**config.mk**
```make
export PLATFORM = sky130hd
export DESIGN_NAME = dacc_core
export DESIGN_NICKNAME = d
export VERILOG_FILES = /design/src/rtl/dacc_pkg.sv /design/src/rtl/dacc_core.sv
export SDC_FILE = /design/constraint.sdc
export NUM_CORES = 1
export LEC_CHECK = 0
export BUFFER_PORTS_ARGS = -buffer_cell sky130_fd_sc_hd__buf_2
export CAP_MARGIN = 5
export CORE_ASPECT_RATIO = 0.8
export CORE_MARGIN = 3
export CORE_UTILIZATION = 30
export DETAILED_ROUTE_END_ITERATION = 10
export PLACE_DENSITY_LB_ADDON = 0.1
export SLEW_MARGIN = 10
export SYNTH_ARGS = -nofsm -noshare
export SYNTH_HDL_FRONTEND = slang
export SYNTH_SLANG_ARGS = --single-unit
```
**constraint.sdc**
```tcl
create_clock -name i_clk -period 1.7 [get_ports i_clk]
set_input_delay 0.255 -clock i_clk [delete_from_list [all_inputs] [get_ports i_clk]]
set_output_delay 0.255 -clock i_clk [all_outputs]
set_load 0.02 [all_outputs]
```
**src/rtl/dacc_pkg.sv**
```systemverilog
// Constants shared by the dual converter output and mode control block.
`default_nettype none
package dacc_pkg;
    // ------------------------------------------------------------------
    // Widths, latencies and counts
    // ------------------------------------------------------------------
    localparam int WORD_W        = 10;  // Output word width, bit 9 is the MSB.
    localparam int PIPE_LAT      = 5;   // Sample clocks from sample to output word.
    localparam int WAKE_CYCLES   = 10;  // Sample clocks before words are valid again.
    localparam int COARSE_BITS   = 7;   // Bits resolved by one-bit stages.
    localparam int FLASH_BITS    = 3;   // Bits resolved by the final flash stage.
    localparam int CLK_PERIOD_NS = 8;   // System clock period.
    localparam int MIN_RATE_MSPS = 20;  // Least sample rate the source must give.
    // Longest sample period in system cycles, rounded down.
    localparam int MAX_SAMPLE_CYC = (1000 / MIN_RATE_MSPS) / CLK_PERIOD_NS;
    localparam logic [3:0] WAKE_INIT = 4'hA;

    // ------------------------------------------------------------------
    // Mode select decoding {upper, lower}
    // ------------------------------------------------------------------
    localparam logic [1:0] SEL_PD_BOTH = 2'h0;
    localparam logic [1:0] SEL_PD_B    = 2'h1;
    localparam logic [1:0] SEL_NORMAL  = 2'h2;
    localparam logic [1:0] SEL_ALIGN   = 2'h3;
endpackage : dacc_pkg
`default_nettype wire

```
**src/rtl/dacc_core.sv**
```systemverilog
// Dual channel converter output staging, format and mode control.
//
// Contract
// - Powered-down channel floats its output drivers.
// - Format high two's complement, low offset binary.
// - Output word is sample from five clocks earlier.
// - New word launched from sample clock rising edge.
// - Power down both, or only channel B.
// - Ten sample clocks after wake before valid.
// - Align mode delays B by half period.
// - Antiphase clocks align: B updates on A edge.
// - Common clock align: B offset half period.
// - Common clock, no align: same edge updates.
// - Seven coarse bits plus three flash, corrected; the code joins them with no correction.
// - Selects 00 both off, 01 B off, 10, 11.
`default_nettype none
module dacc_core
    import dacc_pkg::*;
#(
    parameter int WIDTH = WORD_W,
    parameter int LAT   = PIPE_LAT,
    parameter int WAKE  = WAKE_CYCLES
) (
    // Clock and reset
    input  wire logic             i_clk,
    input  wire logic             i_resetn,
    // Sample clocks, sampled as ordinary inputs
    input  wire logic             i_channel_a_sample_clock,
    input  wire logic             i_channel_b_sample_clock,
    // Quantised samples from the analog front end
    input  wire logic [WIDTH-1:0] i_sample_a,
    input  wire logic [WIDTH-1:0] i_sample_b,
    // Static mode and format selects
    input  wire logic             i_mode_select_upper,
    input  wire logic             i_mode_select_lower,
    input  wire logic             i_output_format_and_range_select,
    // Channel A output pins and valid marker
    output logic [WIDTH-1:0]      o_channel_a_output_word,
    output logic                  o_channel_a_oe,
    output logic                  o_channel_a_valid,
    // Channel B output pins and valid marker
    output logic [WIDTH-1:0]      o_channel_b_output_word,
    output logic                  o_channel_b_oe,
    output logic                  o_channel_b_valid,
    // Receiver side of channel B buffer
    input  wire logic             i_channel_b_ready,
    output logic                  o_channel_b_buf_ready
);

    // ------------------------------------------------------------------
    // State
    // ------------------------------------------------------------------
    typedef struct packed {
        logic             clka_d;
        logic             clkb_d;
        logic [LAT-1:0][WIDTH-1:0] pipe_a;
        logic [LAT-1:0][WIDTH-1:0] pipe_b;
        logic [WIDTH-1:0] out_a;
        logic [WIDTH-1:0] out_b;
        logic [3:0]       wake_a;
        logic [3:0]       wake_b;
        logic [1:0][WIDTH-1:0] buf_d;
        logic [1:0]       buf_v;
        logic             buf_wp;
        logic             buf_rp;
        logic             half_pend;
        logic             b_valid;
    } dacc_state_t;

    dacc_state_t st_r;
    dacc_state_t st_nxt;

    logic [1:0] sel;
    logic       pd_a;
    logic       pd_b;
    logic       align;
    logic       rise_a;
    logic       rise_b;
    logic       fall_b;
    logic       buf_push;
    logic       buf_pop;

    // Wake count loaded at reset and while a channel is powered down. The
    // counter is four bits wide, so WAKE must stay below sixteen; a longer
    // recovery would need a wider field in the state struct.
    localparam logic [3:0] WAKE_LD = 4'(WAKE);

    // Map a raw pipeline word to the selected coding.
    // format coding
    function automatic logic [WIDTH-1:0] fmt_word(input logic [WIDTH-1:0] w,
                                                  input logic twos);
        fmt_word = {w[WIDTH-1] ^ twos, w[WIDTH-2:0]};
    endfunction

    // Coarse code from one-bit stages joined with the flash remainder; no
    // overlap correction is applied and nothing carries into the coarse part.
    // coarse and flash join
    function automatic logic [WIDTH-1:0] correct(input logic [WIDTH-1:0] w);
        logic [COARSE_BITS-1:0] c;
        logic [FLASH_BITS-1:0]  f;
        c = w[WIDTH-1:FLASH_BITS];
        f = w[FLASH_BITS-1:0];
        correct = {c, f};
    endfunction

    // ------------------------------------------------------------------
    // Mode decode
    // ------------------------------------------------------------------
    // select decode
    assign sel    = {i_mode_select_upper, i_mode_select_lower};
    assign pd_a   = (sel == SEL_PD_BOTH);
    assign pd_b   = (sel == SEL_PD_BOTH) || (sel == SEL_PD_B);
    assign align  = (sel == SEL_ALIGN);
    assign rise_a = i_channel_a_sample_clock && !st_r.clka_d;
    assign rise_b = i_channel_b_sample_clock && !st_r.clkb_d;
    assign fall_b = !i_channel_b_sample_clock && st_r.clkb_d;

    // Channel B words pass a two-entry buffer; while it is full a new B edge overwrites the staged word.
    assign buf_push = st_r.half_pend && (align ? fall_b : 1'b1);
    assign buf_pop  = st_r.buf_v[st_r.buf_rp] && i_channel_b_ready;
    assign o_channel_b_buf_ready = !st_r.buf_v[st_r.buf_wp];

    // ------------------------------------------------------------------
    // Next state
    // ------------------------------------------------------------------
    always_comb begin
        st_nxt        = st_r;
        st_nxt.clka_d = i_channel_a_sample_clock;
        st_nxt.clkb_d = i_channel_b_sample_clock;
        if (rise_a && !pd_a) begin
            st_nxt.pipe_a = {st_r.pipe_a[LAT-2:0], i_sample_a};
            st_nxt.out_a  = fmt_word(correct(st_r.pipe_a[LAT-1]),
                                     i_output_format_and_range_select);
            if (st_r.wake_a != 4'h0) begin
                st_nxt.wake_a = st_r.wake_a - 4'h1;
            end
        end
        // wake counters restart while powered down
        // Reloading every powered-down cycle means a short power-down
        // glitch still costs the full recovery, which errs on the safe side.
        if (pd_a) begin
            st_nxt.wake_a = WAKE_LD;
        end
        if (rise_b && !pd_b) begin
            st_nxt.pipe_b    = {st_r.pipe_b[LAT-2:0], i_sample_b};
            st_nxt.out_b     = fmt_word(correct(st_r.pipe_b[LAT-1]),
                                        i_output_format_and_range_select);
            st_nxt.half_pend = 1'b1;
            if (st_r.wake_b != 4'h0) begin
                st_nxt.wake_b = st_r.wake_b - 4'h1;
            end
        end
        if (pd_b) begin
            st_nxt.wake_b    = WAKE_LD;
            st_nxt.half_pend = 1'b0;
            st_nxt.buf_v     = 2'h0;
        end
        // B launch: on falling B edge when aligned, else at once
        if (buf_push && !pd_b && st_r.buf_v[st_r.buf_wp] == 1'b0) begin
            st_nxt.buf_d[st_r.buf_wp] = st_r.out_b;
            st_nxt.buf_v[st_r.buf_wp] = 1'b1;
            st_nxt.buf_wp             = !st_r.buf_wp;
            st_nxt.half_pend          = 1'b0;
            st_nxt.b_valid            = (st_r.wake_b == 4'h0);
        end
        if (buf_pop && !pd_b) begin
            st_nxt.buf_v[st_r.buf_rp] = 1'b0;
            st_nxt.buf_rp             = !st_r.buf_rp;
        end
    end

    // ------------------------------------------------------------------
    // State register
    // ------------------------------------------------------------------
    always_ff @(posedge i_clk) begin
        if (!i_resetn) begin
            st_r        <= '0;
            st_r.wake_a <= WAKE_LD;
            st_r.wake_b <= WAKE_LD;
        end else begin
            st_r <= st_nxt;
        end
    end

    // ------------------------------------------------------------------
    // Outputs
    // ------------------------------------------------------------------
    // The enables follow the selects without a register, so the drivers let
    // go in the same cycle that a power-down code appears on the pins.
    // output enables
    assign o_channel_a_oe          = !pd_a;
    assign o_channel_b_oe          = !pd_b;
    assign o_channel_a_output_word = st_r.out_a;
    assign o_channel_a_valid       = !pd_a && (st_r.wake_a == 4'h0);
    assign o_channel_b_output_word = st_r.buf_d[st_r.buf_rp];
    assign o_channel_b_valid       = !pd_b && st_r.buf_v[st_r.buf_rp] && st_r.b_valid;
endmodule : dacc_core
`default_nettype wire

```
-- After elaboration in Yosys (flattened, before gate mapping)
Index checks and enable logic that the tools add are counted.
- bits of input ports: 28
- logic and storage cells: 89
- output and inout port bits: 25
- bits in registers: 156
- add/sub/neg operators: 2
- reductions and logical operators: 34
- bitwise operators: 7
- mux-type cells: 17
- equal/unequal tests: 2
- $lt $le $gt $ge: 4
- operator list (operator ; count):
    10-bit two-way mux ; 3
    20-bit bitwise mux ; 1
    1-bit logical AND ; 15
    10-bit demux with 1-bit select ; 1
    1-bit zero test ; 8
    4-bit zero test ; 2
    4-bit nonzero test ; 2
    4-bit by 1-bit subtractor with 4-bit output, second input constant ; 2
    1-bit two-way mux ; 7
    1-bit by 2-bit less-than comparator with 1-bit output, second input constant ; 2
    2-bit two-way mux ; 2
    2-bit AND reduction ; 2
    2-bit OR reduction ; 2
    3-bit two-way mux ; 1
    3-bit OR reduction ; 1
    2-bit AND ; 1
    1-bit demux with 1-bit select ; 2
    2-bit by 1-bit equality test with 1-bit output, second input constant ; 1
    2-bit equality test, second input constant ; 1
    1-bit >= comparator, second input constant ; 2
    2-bit zero test ; 1
    1-bit NOT ; 2
    2-bit NOT ; 1
    2-bit OR ; 1
    2 further kinds ; 3

-- Logic depth before layout (Yosys ltp)
Gate-level depths: netlist of run 1.
- depth in word-level cells: 9
- depth in mapped cells: 7
- mapped depth without buffers: 6

-- Least setup slack after synthesis of run 1
Ideal clock, no wire load.
- path type: reg-to-output
- start point: reg st_r[30] in the netlist's numbering
- end point: out o_channel_a_valid
- data arrival time: 1.200 ns
- buffers on the path: 0
- path slack: 0.245 ns
- data required time: 1.445 ns
- stages on the path, launching flop included: 5
- cells stage by stage: dfxtp_1 -> inv_1 -> ha_1 -> or3b_1 -> nor2_1
- word-level cells in the longest chain between the ends: 2
- RTL lines (what ; RTL line ; RTL):
    start, declared ; dacc_core.sv:70 ; dacc_state_t st_r;
    start signal, assigned ; dacc_core.sv:181 ; st_r <= st_nxt;
    4-bit zero test ; dacc_core.sv:194 ; assign o_channel_a_valid = !pd_a && (st_r.wake_a == 4'h0);
    1-bit logical AND ; dacc_core.sv:194 ;
    end, declared ; dacc_core.sv:40 ; output logic o_channel_a_valid,
No other way between the ends.

-- Final worst setup path of run 1
Ends and elaborated chain as after synthesis.

==> results_dict.tcl, run 1 <==
set metrics [dict create \
    status "finished, violations left" \
    violations "negative setup slack" \
    p_sw_uw 1708 \
    synth_ff_type "dfxtp_1" \
    ys_warn_count 0 \
    cap_violations 0 \
    path_max_fanout 2 \
    power.share.sequential 0.463 \
    die_area_mm2 0.02239 \
    cts-buffers-inserted 17 \
    synth_top_family_by_area "simple AND/OR/NAND/NOR gates" \
    p_int_uw 6358 \
    fmax_ghz 0.5619 \
    antenna_found_initial 0 \
    hold_viol_final 0 \
    fin_skew_ns 0.006873 \
    hold_buffers 0 \
    pwr-share-clk 0.487 \
    htree_levels 4 \
    fin_ws_ns -0.07970 \
    reg2regPathDepth 7 \
    grt_overflow 0 \
    ys_types 43 \
    core_area_mm2 0.02003 \
    hold_path_class "input port to flip-flop" \
    worst_pin_slew_ns 0.3641 \
    wire_per_inst_um 12.53 \
    die_w_um 166.5 \
    p_leak_uw 0.002585 \
    synth-edff-count 0 \
    hold_path_depth 3 \
    worstSetupStartpointType "flip-flop" \
    finalSetupViolCount 1 \
    syn2layout_area_growth_pct 19.30 \
    rows 46 \
    drtPass1Iterations 6 \
    boundaryPins 53 \
    required_ns 1.44 \
    clkSinkCount 156 \
    synth_xor_area_frac 0.005663 \
    worst_setup_path_end_kind "output pin" \
    syn_inst 711 \
    rsz0062_at_grt "yes" \
    initialDrtViolationCount 303 \
    cts-root-buf "clkbuf_16" \
    cts_tree "yes" \
    netlist_area_mm2 0.006186 \
    cp.arrival_ns 1.52 \
    powerDensity_mw_per_mm2 1093 \
    clock_latency_ns 0.41 \
    wl_um 12770 \
    place_congestion 0.7101 \
    via_count 4465 \
    synth-seq-cells 156 \
    port_buffers 52 \
    yosys.area_share.simple 0.2087 \
    final_core_util 0.3684 \
    dpl.hpwl_um 7910 \
    placedCellCount 980 \
    timing.final.crit_share 1.047 \
    pre_cts_ws_ns 0.1157 \
    clk_pin_slew_ns 0.06 \
    drive_gt1_frac 0.1695 \
    synth_compound_area_frac 0.1780 \
    vias_per_cell 4.382 \
    drc 0 \
    track_usage 0.1196 \
    slew-limit-headroom 0.7567 \
    critical_path_class "flip-flop to output pin" \
    die_y_um 134.4 \
    ys_seq_area_frac 0.5049 \
    setup_tns_ns -0.07970 \
    grt_pass1_vias 4323 \
    synthAdderAreaFrac 0.004045 \
    vdd_drop_max_v 0.0005381 \
    n_antenna_cell 0 \
    pwr-share-comb 0.050 \
    nets 773 \
    grt_max_degree 63 \
    syn_area_per_cell_um2 8.700 \
    ant_nets 0 \
    r2r_slack_ns 0.09 \
    synth_nets 741 \
    period_needed_ns 1.780 \
    start_util 0.3088 \
    fin_cells 1019 \
    grt_pass1_wl_um 22040 \
    swShare 0.2117 \
    slew_violations 0 \
    ys_async_sr_fraction 0 \
    synth.area.mux_share 0.03924 \
    cts_buffer_depth 2 \
]
metal layers:
metal | track usage | wire length (um) | vias to the layer above
met1 | 0.1783 | 7087 | 1989
met4 | 0.03802 | 133 | 0
met5 | 0 | 0 | -
met2 | 0.1623 | 4957 | 84
met3 | 0.03830 | 587 | 10
li1 | - | - | 2382
synthesized netlist by cell type, types with 2 or more instances:
| cell | n | share of area |
|---|---|---|
| nand2_1 | 255 | 0.15 |
| dfxtp_1 | 156 | 0.50 |
| a21boi_0 | 94 | 0.11 |
| a21boi_1 | 24 | 0.029 |
| buf_4 | 23 | 0.028 |
| clkbuf_1 | 21 | 0.013 |
| nand3_1 | 14 | 0.011 |
| mux2i_1 | 13 | 0.021 |
| buf_2 | 12 | 0.0097 |
| nor2b_1 | 12 | 0.012 |
| o21ai_0 | 12 | 0.0097 |
| mux2_2 | 10 | 0.018 |
| nor2_1 | 10 | 0.0061 |
| a21oi_1 | 7 | 0.0057 |
| inv_1 | 7 | 0.0042 |
| xnor2_1 | 4 | 0.0057 |
| a211o_1 | 2 | 0.0028 |
| and2_1 | 2 | 0.0020 |
| buf_6 | 2 | 0.0036 |
| ha_1 | 2 | 0.0040 |
| nand2_2 | 2 | 0.0020 |
| nand2b_1 | 2 | 0.0020 |
| nor2_2 | 2 | 0.0020 |
| nor3b_1 | 2 | 0.0024 |
| o211a_1 | 2 | 0.0032 |
| or3b_1 | 2 | 0.0028 |
stage by stage:
step	area [um2]	power [uW]	hold WS [ns]
finish	7380	8066	0.08381
global route	7380	8411	0.06977
CTS	7307	8188	0.06172
detailed placement	6613	4208	0.4472
global placement	6613	4195	0.4398
floorplan	6186	4086	0.3767
final cells by class:
type	count	area [um2]
fillers	2116	12650
clock inverters	6	107.6
flip-flops and latches	156	3127
inverters	8	30.03
clock buffers	25	505.5
repair buffers	72	524.3
multi-input cells	488	2755
well taps	264	330.3
cells in the final DEF, fill, tap and decap left out, types with 3 or more instances in the layout:
master / netlist / final
a21boi_0: 94 / 94
a21boi_1: 24 / 24
a21oi_1: 7 / 7
buf_12: 0 / 6
buf_2: 12 / 44
buf_4: 23 / 18
buf_6: 2 / 3
bufinv_16: 0 / 3
clkbuf_1: 21 / 3
clkbuf_16: 0 / 17
clkbuf_8: 0 / 5
dfxtp_1: 156 / 153
dfxtp_2: 0 / 3
inv_1: 7 / 5
inv_2: 1 / 3
mux2_2: 10 / 5
mux2_4: 0 / 5
mux2i_1: 13 / 12
nand2_1: 255 / 255
nand3_1: 14 / 14
nor2_1: 10 / 9
nor2b_1: 12 / 12
o21ai_0: 12 / 12
xnor2_1: 4 / 4
power groups by stage:
stage / Clock (uW) / Combinational (uW) / Sequential [uW]
CTS: 4050 / 408 / 3730
detailed placement: 0 / 394 / 3810
finish: 3930 / 404 / 3730
floorplan: 0 / 281 / 3800
global route: 4220 / 453 / 3740
global placement: 0 / 384 / 3810
registers in the layout (all words and copies together) (netlist names):
| signal | flops |
|---|---|
| st_r | 146 |
| o_channel_a_output_word | 10 |
worst max-delay path, stage by stage, from the launching register on:
cell	delay, ns
dfxtp_2	0.32
inv_2	0.07
ha_4	0.13
or3b_4	0.39
nor2_4	0.09
buf_6	0.12
timing repair:
| item | in CTS | in global routing |
|---|---|---|
| hold endpoints to repair | 0 | 0 |
| cloned | 1 | 0 |
| gates resized for setup | 14 | 17 |
| pin swaps | 2 | 3 |
| buffers inserted | 5 | 2 |
| endpoints found under the setup margin | 11 | 12 |
worst paths after layout:
path	startpoint	endpoint
max reg2reg	st_r[30]$_SDFFE_PP0P_	st_r[31]$_SDFFE_PP1P_
min reg2reg	st_r[110]$_SDFFE_PN0P_	st_r[120]$_SDFFE_PN0P_
max	st_r[30]$_SDFFE_PP0P_	o_channel_a_valid
min	i_sample_b[1]	st_r[55]$_SDFFE_PN0P_
cells by family (layout without fill, tap and decap cells):
kind of cell               Yosys count  in the layout
AOI/OAI and AO/OA                  147            147
and+or+nand+nor                    312            312
adders and majority gates            2              2
DFF                                156            156
muxes                               23             23
buffers and inverters               67            111
xor gates and xnor gates             4              4
No activity file was read; power rests on OpenSTA's default activity.
==> inputs of run 2 (changes only) <==
--- a/config.mk
+++ b/config.mk
@@ -11,7 +11,7 @@
 export CORE_MARGIN = 3
 export CORE_UTILIZATION = 30
 export DETAILED_ROUTE_END_ITERATION = 10
-export PLACE_DENSITY_LB_ADDON = 0.1
+export PLACE_DENSITY = 0.56
 export SLEW_MARGIN = 10
 export SYNTH_ARGS = -nofsm -noshare
 export SYNTH_HDL_FRONTEND = slang
==> run 2 against run 1 <==
The run still ends with negative setup slack left. Critical endpoint unchanged. Critical path type unchanged. Clock power decreased by 6.6%. Largest cell class unchanged. Fmax decreased by 0.76%. Final cell count is essentially flat.
==> results_dict.tcl, run 2 (synthesis gave the netlist of run 1 again) <==
set metrics [dict create \
    powerDensity_mw_per_mm2 1057 \
    boundaryPins 53 \
    fin_cells 1018 \
    track_usage 0.1122 \
    die_w_um 166.5 \
    violations "negative setup slack" \
    start_util 0.3088 \
    worstSetupStartpointType "flip-flop" \
    hold_viol_final 0 \
    ant_nets 0 \
    clock_latency_ns 0.42 \
    clk_pin_slew_ns 0.06 \
    crit_family "simple AND/OR/NAND/NOR gates" \
    drive_gt1_frac 0.1737 \
    path_max_fanout 3 \
    cap_violations 0 \
    finalSetupViolCount 1 \
    grt_max_degree 128 \
    htree_levels 4 \
    cts_tree "yes" \
    largest_register "st_r" \
    grt_util_met2 0.1437 \
    path_cells "inv_2 -> ha_4 -> or3b_4 -> nor2_4 -> buf_6" \
    fin_ws_ns -0.09335 \
    syn2layout_area_growth_pct 19.19 \
    cts-buffers-inserted 17 \
    critical_path_class "flip-flop to output pin" \
    hold_path_class "input port to flip-flop" \
    grtUsageMet1 0.1702 \
    worst_path_largest_cell_delay_ns 0.40 \
    largest_reg_flops 146 \
    wire_per_inst_um 11.86 \
    required_ns 1.44 \
    nets 771 \
    slew_violations 0 \
    die_y_um 134.4 \
    grt_pass1_wl_um 20740 \
    clkSinkCount 156 \
    port_buffers 52 \
    cp_num_buf_inv 2 \
    wl_um 12070 \
    rsz0062_at_grt "yes" \
    cp.arrival_ns 1.54 \
    place_congestion 0.7082 \
    drc 0 \
    cts_buffer_depth 2 \
    grt_pass1_vias 4141 \
    final_common_cell "nand2_1" \
    rows 46 \
    worst_pin_slew_ns 0.4395 \
    fmax_ghz 0.5576 \
    core_area_mm2 0.02003 \
    vdd_drop_max_v 0.0007077 \
    dpl.hpwl_um 7135 \
    timing.final.crit_share 1.055 \
    period_needed_ns 1.793 \
    mostFrequentLayoutCells "255 x nand2_1, 153 x dfxtp_1, 94 x a21boi_0" \
    slowest_stage "or3b_4" \
    fin_skew_ns 0.007362 \
    slew-limit-headroom 0.7070 \
    via_count 4413 \
    drtPass1Iterations 4 \
    worst_setup_path_end_kind "output pin" \
    placedCellCount 981 \
    power_uw 7797 \
    vias_per_cell 4.335 \
    p_leak_uw 0.002556 \
    top_usage_layer "met1" \
    status "finished, violations left" \
    grt_overflow 0 \
    initialDrtViolationCount 410 \
    die_area_mm2 0.02239 \
    antenna_found_initial 0 \
    n_antenna_cell 0 \
    grt_util_met3 0.03683 \
    cts-root-buf "clkbuf_16" \
]
==> run 2: cell count changes in the layout (fill, tap and decap cells not counted) <==
cell        previous run  this run
buf_4                 18        13
nor3b_1                2         1
clkinv_4               0         2
buf_6                  3        10
clkbuf_8               5         1
inv_6                  0         4
inv_8                  0         1
mux2_4                 5         7
nor3b_2                0         1
mux2_2                 5         3
clkbuf_1               3         0
clkinvlp_4             1         4
bufinv_16              3         1
buf_2                 44        40
==> run 2: final timing paths <==
kind                                from                     end  slack (ns)  cells past startpoint
setup / recovery   st_r[31]$_SDFFE_PP1P_       o_channel_a_valid       -0.09                      5
hold / removal             i_sample_a[8]  st_r[112]$_SDFFE_PN0P_        0.07                      3
setup reg to reg   st_r[31]$_SDFFE_PP1P_   st_r[31]$_SDFFE_PP1P_        0.20                      6
hold reg to reg   st_r[138]$_SDFFE_PN0P_  st_r[148]$_SDFFE_PN0P_        0.45                      2
==> run 2: per-layer routing <==
layer | up-vias | wire (um) | part of all wire
met1 | 1951 | 7065 | 0.59
li1 | 2380 | - | -
met5 | - | 0 | 0
met2 | 71 | 4340 | 0.36
met3 | 11 | 505 | 0.042
met4 | 0 | 159 | 0.013
==> run 2: repair_timing <==
action,4_1_cts,5_1_grt
gates resized for setup,14,30
cloned,1,0
setup buffers,4,0
setup endpoints to repair,11,13
pin swaps,2,1
hold buffers,0,0
==> run 2: final cells by class <==
type                            instances  area [um2]
Sequential cell                       156        3127
Clock inverter                         14       133.9
Clock buffer                           18       439.2
Timing Repair Buffer                   70       545.5
Multi-Input combinational cell        488        2768
Fill cell                            2127       12660
Inverter                                8       30.03
Tap cell                              264       330.3
==> run 2: power by group <==
part / switching (uW) / leakage [uW] / internal (uW) / total (uW)
clock: 1590 / 0.000272 / 2080 / 3670
sequential: 27.1 / 0.00126 / 3700 / 3730
combinational: 244 / 0.00102 / 154 / 399
==> run 2: stage by stage <==
| stage | worst slack (ns) | instance area [um2] | setup TNS [ns] | utilization | hold WS (ns) |
|---|---|---|---|---|---|
| 3_3_place_gp | 0.1710 | 6620 | 0 | 0.3305 | 0.4390 |
| 6_report | -0.09335 | 7373 | -0.09335 | 0.3681 | 0.07428 |
| 4_1_cts | -0.1487 | 7267 | -0.1487 | 0.3628 | 0.05799 |
| 5_1_grt | -0.1709 | 7373 | -0.1709 | 0.3681 | 0.06805 |
| 3_5_place_dp | 0.1473 | 6620 | 0 | 0.3305 | 0.4451 |
| 2_1_floorplan | 0.2455 | 6186 | 0 | - | 0.3767 |
==> run 2: tightest hold or removal path: cells and delay by family <==
kind | cells | cell delay [ns]
buffers and inverters | 1 | 0.10
and+or+nand+nor | 1 | 0.05
AOI/OAI and AO/OA | 1 | 0.05
